## src/logic/pwp_pkg.sv

```systemverilog
// Purpose: Constants for the protected page-write host controller
// Assumes: 100 MHz CLOCK
// Notes:   Timing figures kept in their own units, cycle counts derived
package pwp_pkg;
    // ------------------------------------------------------------
    // Clock and timing
    // ------------------------------------------------------------
    localparam int CLK_PERIOD_NS     = 10;
    localparam int PROG_CYCLE_MS     = 10;
    localparam int BYTE_LOAD_US      = 150;
    localparam int CE_HIGH_NS        = 50;
    localparam int WR_PULSE_NS       = 200;
    localparam int WR_HIGH_NS        = 100;
    localparam int ADDR_HOLD_NS      = 100;
    localparam int RD_ACCESS_NS      = 200;
    localparam int OE_HIGH_PULSE_NS  = 150;
    // Least times round up
    localparam int PROG_CYCLE_CYC    = (PROG_CYCLE_MS * 1000000 + CLK_PERIOD_NS - 1) / CLK_PERIOD_NS;
    localparam int CE_HIGH_CYC       = (CE_HIGH_NS + CLK_PERIOD_NS - 1) / CLK_PERIOD_NS;
    localparam int WR_PULSE_CYC      = (WR_PULSE_NS + CLK_PERIOD_NS - 1) / CLK_PERIOD_NS;
    localparam int WR_HIGH_CYC       = (WR_HIGH_NS + ADDR_HOLD_NS + CLK_PERIOD_NS - 1) / CLK_PERIOD_NS;
    localparam int RD_ACCESS_CYC     = (RD_ACCESS_NS + CLK_PERIOD_NS - 1) / CLK_PERIOD_NS + 2;
    localparam int OE_HIGH_CYC       = (OE_HIGH_PULSE_NS + CLK_PERIOD_NS - 1) / CLK_PERIOD_NS;
    // Longest time rounds down
    localparam int BYTE_LOAD_CYC     = (BYTE_LOAD_US * 1000) / CLK_PERIOD_NS;
    // ------------------------------------------------------------
    // Widths and fields
    // ------------------------------------------------------------
    localparam int ADDR_W            = 17;
    localparam int PAGE_BYTES        = 128;
    localparam int PAGE_LSB          = 7;
    localparam int POLL_BIT          = 7;
    localparam int TOGGLE_BIT        = 6;
    localparam int TMR_W             = 24;
    // Unlock sequence defaults, arbitrary, override per part
    localparam logic [14:0] UNLK_A0  = 15'h5555;
    localparam logic [14:0] UNLK_A1  = 15'h2AAA;
    localparam logic [14:0] UNLK_A2  = 15'h5555;
    localparam logic [7:0]  UNLK_D0  = 8'hAA;
    localparam logic [7:0]  UNLK_D1  = 8'h55;
    localparam logic [7:0]  UNLK_D2  = 8'hA0;
    // Poll method
    localparam logic        POLL_TOGGLE = 1'b1;
    // ------------------------------------------------------------
    // States
    // ------------------------------------------------------------
    typedef enum logic [3:0] {
        ST_IDLE   = 4'h0,
        ST_UNLOCK = 4'h1,
        ST_LOAD   = 4'h3,
        ST_WAIT   = 4'h2,
        ST_POLL   = 4'h6,
        ST_DONE   = 4'h7,
        ST_READ   = 4'h5
    } pwp_state_e;
endpackage : pwp_pkg

```

## src/logic/pwp_host.sv

```systemverilog
// Purpose: Host controller for protected page write and end-of-write polling
// Assumes: CE high time of one strobe covers the device's minimum pulse high
// Notes:   Page bytes held in flip-flops; one write request loads a page
// ------------------------------------------------------------
// ------------------------------------------------------------
`timescale 1ns/1ns
module pwp_host #(
    parameter int          PROG_TIMEOUT = pwp_pkg::PROG_CYCLE_CYC,
    parameter logic [14:0] UNLOCK_ADDR0 = pwp_pkg::UNLK_A0,
    parameter logic [14:0] UNLOCK_ADDR1 = pwp_pkg::UNLK_A1,
    parameter logic [14:0] UNLOCK_ADDR2 = pwp_pkg::UNLK_A2,
    parameter logic [7:0]  UNLOCK_DATA0 = pwp_pkg::UNLK_D0,
    parameter logic [7:0]  UNLOCK_DATA1 = pwp_pkg::UNLK_D1,
    parameter logic [7:0]  UNLOCK_DATA2 = pwp_pkg::UNLK_D2
) (
    input  wire logic        CLOCK,
    input  wire logic        RST,
    input  wire logic        FILL_VALID,
    input  wire logic [6:0]  FILL_OFFSET,
    input  wire logic [7:0]  FILL_DATA,
    input  wire logic        WR_START,
    input  wire logic [9:0]  WR_PAGE,
    input  wire logic        WR_POLL_TOGGLE,
    input  wire logic        RD_START,
    input  wire logic [16:0] RD_ADDR,
    output logic             BUSY,
    output logic             WR_DONE,
    output logic             WR_TIMEOUT,
    output logic             RD_VALID,
    output logic [7:0]       RD_DATA,
    output logic [16:0]      MEM_ADDR,
    output logic [7:0]       MEM_DQ_OUT,
    output logic             MEM_DQ_OE_N,
    input  wire logic [7:0]  MEM_DQ_IN,
    output logic             MEM_CE_N,
    output logic             MEM_OE_N,
    output logic             MEM_WE_N
);
    // ------------------------------------------------------------
    // Page staging
    // ------------------------------------------------------------
    logic [7:0]                     page_mem [pwp_pkg::PAGE_BYTES];
    logic [pwp_pkg::PAGE_BYTES-1:0] used_ff;
    logic [7:0]                     dq_s1_ff;
    logic [7:0]                     dq_s2_ff;
    // ------------------------------------------------------------
    // Sequencer state
    // ------------------------------------------------------------
    pwp_pkg::pwp_state_e            state_ff;
    logic [9:0]                     page_ff;
    logic                           toggle_mode_ff;
    logic [1:0]                     step_ff;
    logic [7:0]                     idx_ff;
    logic [16:0]                    poll_addr_ff;
    logic [7:0]                     last_data_ff;
    logic                           prev_bit_ff;
    logic                           have_prev_ff;
    logic                           issued_ff;
    logic                           is_read_ff;
    logic [pwp_pkg::TMR_W-1:0]      tmr_ff;
    logic                           sb_go_ff;
    logic                           sb_wr_ff;
    logic                           sb_busy;
    logic                           sb_done;
    logic                           sb_drive;
    logic                           sb_ready;
    logic                           issue_unlock;
    logic                           issue_load;
    logic                           issue_rd;
    logic                           poll_hit;
    logic                           poll_expired;

    localparam logic [pwp_pkg::TMR_W-1:0] TMO_LIMIT = PROG_TIMEOUT[pwp_pkg::TMR_W-1:0];

    // ------------------------------------------------------------
    // Helpers
    // ------------------------------------------------------------
    function automatic logic [16:0] unlock_addr(input logic [1:0] step);
        case (step)
            2'h0:    unlock_addr = {2'h0, UNLOCK_ADDR0};
            2'h1:    unlock_addr = {2'h0, UNLOCK_ADDR1};
            default: unlock_addr = {2'h0, UNLOCK_ADDR2};
        endcase
    endfunction : unlock_addr

    function automatic logic [7:0] unlock_data(input logic [1:0] step);
        case (step)
            2'h0:    unlock_data = UNLOCK_DATA0;
            2'h1:    unlock_data = UNLOCK_DATA1;
            default: unlock_data = UNLOCK_DATA2;
        endcase
    endfunction : unlock_data

    // Toggle mode never trusts a level, only a toggle bit left unchanged between two reads
    function automatic logic poll_finished(input logic       toggle,
                                           input logic       have_prev,
                                           input logic       prev,
                                           input logic [7:0] rd,
                                           input logic [7:0] last);
        if (toggle) begin
            poll_finished = have_prev && (rd[pwp_pkg::TOGGLE_BIT] == prev);
        end else begin
            poll_finished = rd[pwp_pkg::POLL_BIT] == last[pwp_pkg::POLL_BIT];
        end
    endfunction : poll_finished

    // ------------------------------------------------------------
    // Strobe engine
    // ------------------------------------------------------------
    pwp_strobe u_pwp_strobe (
        .clk      (CLOCK),
        .rst      (RST),
        .go       (sb_go_ff),
        .is_write (sb_wr_ff),
        .busy     (sb_busy),
        .done     (sb_done),
        .ce_n     (MEM_CE_N),
        .oe_n     (MEM_OE_N),
        .we_n     (MEM_WE_N),
        .drive    (sb_drive)
    );

    // Go pulse lands a cycle before busy, so it blocks a second issue
    assign sb_ready     = !sb_busy && !sb_go_ff;
    assign issue_unlock = (state_ff == pwp_pkg::ST_UNLOCK) && sb_ready && (step_ff != 2'h3);
    assign issue_load   = (state_ff == pwp_pkg::ST_LOAD) && sb_ready && !idx_ff[7] && used_ff[idx_ff[6:0]];
    assign issue_rd     = sb_ready && (((state_ff == pwp_pkg::ST_POLL) && !poll_expired)
                                       || ((state_ff == pwp_pkg::ST_READ) && !issued_ff));
    assign poll_hit     = sb_done && poll_finished(toggle_mode_ff, have_prev_ff, prev_bit_ff, dq_s2_ff,
                                                   last_data_ff);
    assign poll_expired = (state_ff == pwp_pkg::ST_POLL) && !sb_done && (tmr_ff >= TMO_LIMIT);

    // ------------------------------------------------------------
    // Pin data synchroniser
    // ------------------------------------------------------------
    always_ff @(posedge CLOCK or posedge RST) begin
        if (RST) begin
            dq_s1_ff <= 8'h00;
            dq_s2_ff <= 8'h00;
        end else begin
            dq_s1_ff <= MEM_DQ_IN;
            dq_s2_ff <= dq_s1_ff;
        end
    end

    // ------------------------------------------------------------
    // Page buffer fill, only while idle
    // ------------------------------------------------------------
    always_ff @(posedge CLOCK) begin
        if (FILL_VALID && (state_ff == pwp_pkg::ST_IDLE)) page_mem[FILL_OFFSET] <= FILL_DATA;
    end

    always_ff @(posedge CLOCK or posedge RST) begin
        if (RST) begin
            used_ff <= {pwp_pkg::PAGE_BYTES{1'b0}};
        end else begin
            if (issue_load) used_ff[idx_ff[6:0]] <= 1'b0;
            if (FILL_VALID && (state_ff == pwp_pkg::ST_IDLE)) used_ff[FILL_OFFSET] <= 1'b1;
        end
    end

    // ------------------------------------------------------------
    // Bus request registers
    // ------------------------------------------------------------
    always_ff @(posedge CLOCK or posedge RST) begin
        if (RST) begin
            MEM_ADDR    <= 17'h00000;
            MEM_DQ_OUT  <= 8'h00;
            MEM_DQ_OE_N <= 1'b1;
            sb_go_ff    <= 1'b0;
            sb_wr_ff    <= 1'b0;
        end else begin
            sb_go_ff    <= issue_unlock || issue_load || issue_rd;
            MEM_DQ_OE_N <= ~sb_drive;
            if (issue_unlock) begin
                MEM_ADDR   <= unlock_addr(step_ff);
                MEM_DQ_OUT <= unlock_data(step_ff);
                sb_wr_ff   <= 1'b1;
            end else if (issue_load) begin
                MEM_ADDR   <= {page_ff, idx_ff[6:0]};
                MEM_DQ_OUT <= page_mem[idx_ff[6:0]];
                sb_wr_ff   <= 1'b1;
            end else if (issue_rd) begin
                MEM_ADDR   <= poll_addr_ff;
                sb_wr_ff   <= 1'b0;
            end
        end
    end

    // ------------------------------------------------------------
    // Sequencer
    // ------------------------------------------------------------
    always_ff @(posedge CLOCK or posedge RST) begin
        if (RST) begin
            state_ff       <= pwp_pkg::ST_IDLE;
            page_ff        <= 10'h000;
            toggle_mode_ff <= 1'b0;
            step_ff        <= 2'h0;
            idx_ff         <= 8'h00;
            poll_addr_ff   <= 17'h00000;
            last_data_ff   <= 8'h00;
            prev_bit_ff    <= 1'b0;
            have_prev_ff   <= 1'b0;
            issued_ff      <= 1'b0;
            is_read_ff     <= 1'b0;
            tmr_ff         <= {pwp_pkg::TMR_W{1'b0}};
        end else begin
            case (state_ff)
                pwp_pkg::ST_IDLE: begin
                    step_ff   <= 2'h0;
                    idx_ff    <= 8'h00;
                    issued_ff <= 1'b0;
                    if (WR_START) begin
                        page_ff        <= WR_PAGE;
                        toggle_mode_ff <= WR_POLL_TOGGLE;
                        is_read_ff     <= 1'b0;
                        // Empty page skips the bus: an unguarded cycle would lock the part
                        if (used_ff == {pwp_pkg::PAGE_BYTES{1'b0}}) state_ff <= pwp_pkg::ST_DONE;
                        else state_ff <= pwp_pkg::ST_UNLOCK;
                    end else if (RD_START) begin
                        poll_addr_ff <= RD_ADDR;
                        is_read_ff   <= 1'b1;
                        state_ff     <= pwp_pkg::ST_READ;
                    end
                end
                pwp_pkg::ST_UNLOCK: begin
                    if (issue_unlock) step_ff <= step_ff + 2'h1;
                    if ((step_ff == 2'h3) && sb_ready) state_ff <= pwp_pkg::ST_LOAD;
                end
                pwp_pkg::ST_LOAD: begin
                    // One slot per cycle keeps the load gap far below the window
                    if (issue_load) begin
                        poll_addr_ff <= {page_ff, idx_ff[6:0]};
                        last_data_ff <= page_mem[idx_ff[6:0]];
                    end
                    if (sb_ready) begin
                        if (idx_ff[7]) state_ff <= pwp_pkg::ST_WAIT;
                        else idx_ff <= idx_ff + 8'h01;
                    end
                end
                pwp_pkg::ST_WAIT: begin
                    tmr_ff       <= {pwp_pkg::TMR_W{1'b0}};
                    have_prev_ff <= 1'b0;
                    state_ff     <= pwp_pkg::ST_POLL;
                end
                pwp_pkg::ST_POLL: begin
                    tmr_ff <= tmr_ff + {{(pwp_pkg::TMR_W-1){1'b0}}, 1'b1};
                    if (sb_done) begin
                        prev_bit_ff  <= dq_s2_ff[pwp_pkg::TOGGLE_BIT];
                        have_prev_ff <= 1'b1;
                        if (poll_hit) state_ff <= pwp_pkg::ST_DONE;
                    end else if (poll_expired) begin
                        state_ff <= pwp_pkg::ST_DONE;
                    end
                end
                pwp_pkg::ST_READ: begin
                    if (issue_rd) issued_ff <= 1'b1;
                    if (sb_done) state_ff <= pwp_pkg::ST_DONE;
                end
                pwp_pkg::ST_DONE: begin
                    // Last strobe's high time must run out before the next access
                    if (sb_ready) state_ff <= pwp_pkg::ST_IDLE;
                end
                default: state_ff <= pwp_pkg::ST_IDLE;
            endcase
        end
    end

    // ------------------------------------------------------------
    // Status outputs
    // ------------------------------------------------------------
    always_ff @(posedge CLOCK or posedge RST) begin
        if (RST) begin
            BUSY       <= 1'b0;
            WR_DONE    <= 1'b0;
            WR_TIMEOUT <= 1'b0;
            RD_VALID   <= 1'b0;
            RD_DATA    <= 8'h00;
        end else begin
            WR_DONE  <= (state_ff == pwp_pkg::ST_DONE) && sb_ready && !is_read_ff;
            RD_VALID <= (state_ff == pwp_pkg::ST_DONE) && sb_ready && is_read_ff;
            if (state_ff == pwp_pkg::ST_IDLE) BUSY <= WR_START || RD_START;
            else if ((state_ff == pwp_pkg::ST_DONE) && sb_ready) BUSY <= 1'b0;
            else BUSY <= 1'b1;
            if ((state_ff == pwp_pkg::ST_READ) && sb_done) RD_DATA <= dq_s2_ff;
            if ((state_ff == pwp_pkg::ST_IDLE) && WR_START) WR_TIMEOUT <= 1'b0;
            else if (poll_expired) WR_TIMEOUT <= 1'b1;
        end
    end
endmodule : pwp_host

```

## src/logic/pwp_strobe.sv

```systemverilog
// Purpose: One bus cycle on the parallel pins, write or read
// Assumes: Caller holds address and data stable while busy
// Notes:   Write uses WE as strobe, CE rises a cycle after WE; read drops OE a cycle after CE
`timescale 1ns/1ns
module pwp_strobe (
    input  wire logic        clk,
    input  wire logic        rst,
    input  wire logic        go,
    input  wire logic        is_write,
    output logic             busy,
    output logic             done,
    output logic             ce_n,
    output logic             oe_n,
    output logic             we_n,
    output logic             drive
);
    // ------------------------------------------------------------
    // Phase counter
    // ------------------------------------------------------------
    logic [7:0] cnt_ff;
    logic       wr_ff;
    logic [1:0] ph_ff;

    always_ff @(posedge clk or posedge rst) begin
        if (rst) begin
            ph_ff  <= 2'h0;
            cnt_ff <= 8'h00;
            wr_ff  <= 1'b0;
            ce_n   <= 1'b1;
            oe_n   <= 1'b1;
            we_n   <= 1'b1;
            drive  <= 1'b0;
            done   <= 1'b0;
        end else begin
            done <= 1'b0;
            case (ph_ff)
                2'h0: begin
                    if (go) begin
                        wr_ff <= is_write;
                        ph_ff <= 2'h1;
                        ce_n  <= 1'b0;
                        drive <= is_write;
                        oe_n  <= 1'b1;
                        we_n  <= ~is_write;
                        cnt_ff <= is_write ? 8'(pwp_pkg::WR_PULSE_CYC) : 8'(pwp_pkg::RD_ACCESS_CYC);
                    end
                end
                2'h1: begin
                    if (cnt_ff == 8'h01) begin
                        // CE held low past the WE edge so the write latches on WE alone
                        oe_n   <= 1'b1;
                        we_n   <= 1'b1;
                        ph_ff  <= 2'h2;
                        // CE high time also covers OE high pulse and address hold
                        cnt_ff <= wr_ff ? 8'(pwp_pkg::WR_HIGH_CYC) : 8'(pwp_pkg::OE_HIGH_CYC);
                        done   <= 1'b1;
                    end else begin
                        cnt_ff <= cnt_ff - 8'h01;
                        // Single OE fall per read so one status read is one toggle step
                        if (!wr_ff) oe_n <= 1'b0;
                    end
                end
                2'h2: begin
                    ce_n  <= 1'b1;
                    drive <= 1'b0;
                    if (cnt_ff == 8'h01) ph_ff <= 2'h0;
                    else cnt_ff <= cnt_ff - 8'h01;
                end
                default: ph_ff <= 2'h0;
            endcase
        end
    end

    assign busy = (ph_ff != 2'h0);
endmodule : pwp_strobe

```

## config.mk

```make
export PLATFORM = sky130hd
export DESIGN_NAME = pwp_host
export DESIGN_NICKNAME = d
export VERILOG_FILES = /design/src/logic/pwp_pkg.sv /design/src/logic/pwp_host.sv /design/src/logic/pwp_strobe.sv
export SDC_FILE = /design/constraint.sdc
export NUM_CORES = 2
export LEC_CHECK = 0
export ABC_CLOCK_PERIOD_IN_PS = 16300
export BUFFER_PORTS_ARGS = -buffer_cell sky130_fd_sc_hd__buf_2
export CORE_UTILIZATION = 54
export CTS_BUF_LIST = sky130_fd_sc_hd__clkbuf_2 sky130_fd_sc_hd__clkbuf_4 sky130_fd_sc_hd__clkbuf_8
export CTS_CLUSTER_SIZE = 20
export DETAILED_ROUTE_END_ITERATION = 6
export PLACE_DENSITY = 0.76
export SETUP_SLACK_MARGIN = 0.1
export SYNTH_ARGS = -nofsm -noshare
export SYNTH_HDL_FRONTEND = slang
export SYNTH_SLANG_ARGS = --single-unit
export TNS_END_PERCENT = 100
```

## constraint.sdc

```tcl
create_clock -name CLOCK -period 16.3 [get_ports CLOCK]
set_input_delay 3.26 -clock CLOCK [delete_from_list [all_inputs] [get_ports CLOCK]]
set_output_delay 3.26 -clock CLOCK [all_outputs]
set_load 0.01 [all_outputs]
```

==> results.toml <==
[grt]
wire_length_of_the_first_global_routing_pass_mm = 236
first_global_vias = 34600
grt_util_all_layers_pct = 33.3
antenna_violations_before_repair = 9
grt_start_max_net_pins = 170
overflow = 0

[clock_tree]
post_cts_hold_buffer_count = 0
clk_transition_reported_paths_ns = 0.06
ctsLongestPathBuffers = 3
cts_tree = "yes"
post_cts_resized = 0
cts_buffer_count = 196
clock_sinks = 1294
cts-htree-levels = 4
insertion_delay_ns = 0.93
clk_tree_root_cell = "clkbuf_8"
post-cts-setup-buffers = 0

[setup_path]
reg2reg_setup_slack_ns = 10.14
worstPathMaxFanout = 87
timing.setup.critical_path_class = "register to register"
critical_path_required_ns = 17.11
worst_ep_arrival_time_ns = 6.97
worstSetupEndpointType = "register"
r2r_start = "idx_ff[0]"
regToRegEndpoint = "MEM_DQ_OUT[3]"
cp-start-kind = "register"
timing.reg2reg.worst_path_depth = 11

[synthesis]
synthMostInstantiatedCell = "edfxtp_1"
synth_seq_area_share_pct = 71.9
syn_inst = 3479
synthFlopType = "edfxtp_1"
synthesis.area_per_instance_um2 = 15.0
synth-warning-count = 0
async_reset_ff_share_pct = 20.9
synth_edf_count = 1024
netlist_area_um2 = 52100
post_synth_main_area_contributors = "edfxtp_1 59%, dfrtp_1 13%, a22oi_1 3.6%"
yosysUniqueCellTypes = 83
yosysTopAreaCellShare_pct = 59.0
synthesized_net_count = 3547
synth_largest_area_cell = "edfxtp_1"
netlist_top_cells_count = "1,024 x edfxtp_1, 266 x dfrtp_1, 247 x a22oi_1"
post_synthesis_sequential_element_count = 1294

[power]
cell_internal_pwr_w = 0.00590
power.combinational.fraction_pct = 26.6
pwr-share-clk_pct = 30.6
max-vdd-ir-drop_mv = 0.0986
switching_share_pct = 34.5
power_switching_w = 0.00311
powerDensity_nw_per_um2 = 156
seq_power_share_pct = 42.8
power.leakage_nw = 19.0

[route]
detailedRoute.firstIterationViolations = 6469
num_vias = 35800
detail_routed_net_length_per_standard_cell_um = 32.8
drt_wl_total_mm = 164
drc = 16
detailedRoute.firstPassIterationCount = 7
drtAntennaViolNets = 0
vias_per_cell = 7.13

[placement]
place_worst_setup_slack_ns = 10.37
io_buffer_count = 96
final_wtd_congestion = 0.994
dp_hpwl_mm = 95.5

[run_status]
failed_checks = "DRC"
run_status = "complete, but fails checks"

[floorplan]
io_pins = 97
die_height_um = 313
fp.dieW_um = 313
rows = 113
core_region_area_um2 = 95300
starting_density_pct = 54.7
dieArea_um2 = 97800

[sta]
grt_setup_unrepaired = "false"
timing.final.max_slew_violations = 0
maxSlewHeadroom_pct = 0.926
timing.clock.skew_ns = 0.0674
setup_slack_of_the_critical_path_after_layout_ns = 10.14
max_clock_freq_ghz = 0.162
final-hold-violation-count = 0
totalNegativeSetupSlack_ns = 0
final_min_period_over_clock_period_pct = 37.8
worst_slew_pin_slew_ns = 1.49
finalSetupViolations = 0
min_period_ns = 6.16

[worst_hold_path]
worstHoldPathCells = 0
hold_path.startpoint = "dq_s1_ff[2]"
min_delay_worst_endpoint = "dq_s2_ff[2]"
worstHoldPathType = "register to register"

[flow_run]
timing.max_cap.violations = 0

[cells_and_area]
post_layout_net_count = 3651
drive_above_1_share_pct = 17.6
area_delta_synth_final_pct = 10.9
fill_cells = 6924
[per-stage QoR]
stage	util, %	power, W	hold WS [ns]	instances	instance area (µm²)
after detailed placement	56.4	0.00619	0.335	4650	53800
after floorplan	-	0.00526	0.331	3479	52100
after global placement	56.4	0.00615	0.332	4650	53800
after CTS	60.6	0.00888	0.344	5007	57800
after global routing	60.6	0.00921	0.348	5008	57800
final	60.7	0.00902	0.346	5014	57800
[sequential cells by signal, summed over array words and instances, names as in the netlist, 2 cells and up]
signal,flops
step_ff,2
page_mem,1024
idx_ff,8
dq_s2_ff,8
u_pwp_strobe.cnt_ff,8
state_ff,3
page_ff,10
poll_addr_ff,17
MEM_ADDR,17
used_ff,128
dq_s1_ff,8
u_pwp_strobe.ph_ff,2
MEM_DQ_OUT,8
RD_DATA,8
tmr_ff,24
[power by group through the flow]
stage          combinational (W)  clock [W]  sequential [W]
3_3_place_gp             0.00224          0         0.00391
3_5_place_dp             0.00228          0         0.00391
6_report                 0.00240    0.00276         0.00386
2_1_floorplan            0.00143          0         0.00383
5_1_grt                  0.00245    0.00290         0.00386
4_1_cts                  0.00228    0.00275         0.00385
[layout by cell type, fill, tap and decap left out, drive strengths merged, types with 14 or more instances in the layout]
master,count
a31oi,15
o21ai,231
nand2,156
nor2,210
mux2i,105
clkbuf,268
nor2b,14
o31ai,134
a221o,31
nand3,28
buf,168
a41oi,24
mux4,21
inv,45
edfxtp,1024
a221oi,74
clkinv,70
o211ai,18
o22ai,48
a21oi,68
dfrtp,266
nor4,44
a22oi,247
nand4,23
mux2,122
[per-layer routing]
metal	global-route usage [%]	routed length (µm)
met5	0.677	120
met4	17.4	9840
met3	14.0	26300
met2	47.5	70700
met1	43.5	57400
[layout make-up]
class,count,area [µm²],share of cell area [%]
multi-input cells,1886,13400,23.2
well taps,1265,1580,2.74
diodes,7,17.5,0.0303
clock buffers,268,3310,5.73
inverters,37,146,0.253
repair buffers,168,1100,1.91
flip-flops and latches,1294,37500,64.9
clock inverters,89,702,1.21
[cells by family (layout without fill, tap and decap cells)]
kind of cell | count (synthesis) | after routing | share of synthesized area, %
multiplexers | 248 | 248 | 5.56
other | 0 | 7 | 0
buffers and inverters | 299 | 562 | 2.48
XOR/XNOR | 23 | 23 | 0.386
AND/OR/NAND/NOR | 573 | 573 | 5.24
flip-flops | 1294 | 1294 | 71.9
adder cells (fa/ha/maj) | 12 | 12 | 0.288
AO/OA/AOI/OAI | 1030 | 1030 | 14.1
[worst max path at each step]
stage	startpoint	end	depth (start not counted)
after floorplan	RST	BUSY	1
after global routing	idx_ff[0]	MEM_DQ_OUT[3]	11
final	idx_ff[0]	MEM_DQ_OUT[3]	11
after detailed placement	RST	dq_s1_ff[1]	4
after CTS	idx_ff[0]	MEM_DQ_OUT[3]	11
after global placement	RST	RD_DATA[1]	4
[critical path: stages, from the launching register on]
cell,delay (ns)
dfrtp_4,1.02
buf_12,0.49
buf_4,0.71
buf_4,0.76
and3b_2,0.86
buf_4,0.60
a22oi_1,0.15
a41oi_1,0.56
or3_1,0.20
nor4_1,0.06
a31oi_1,0.33
a221o_1,0.16
(Power assumes the default switching activity.)
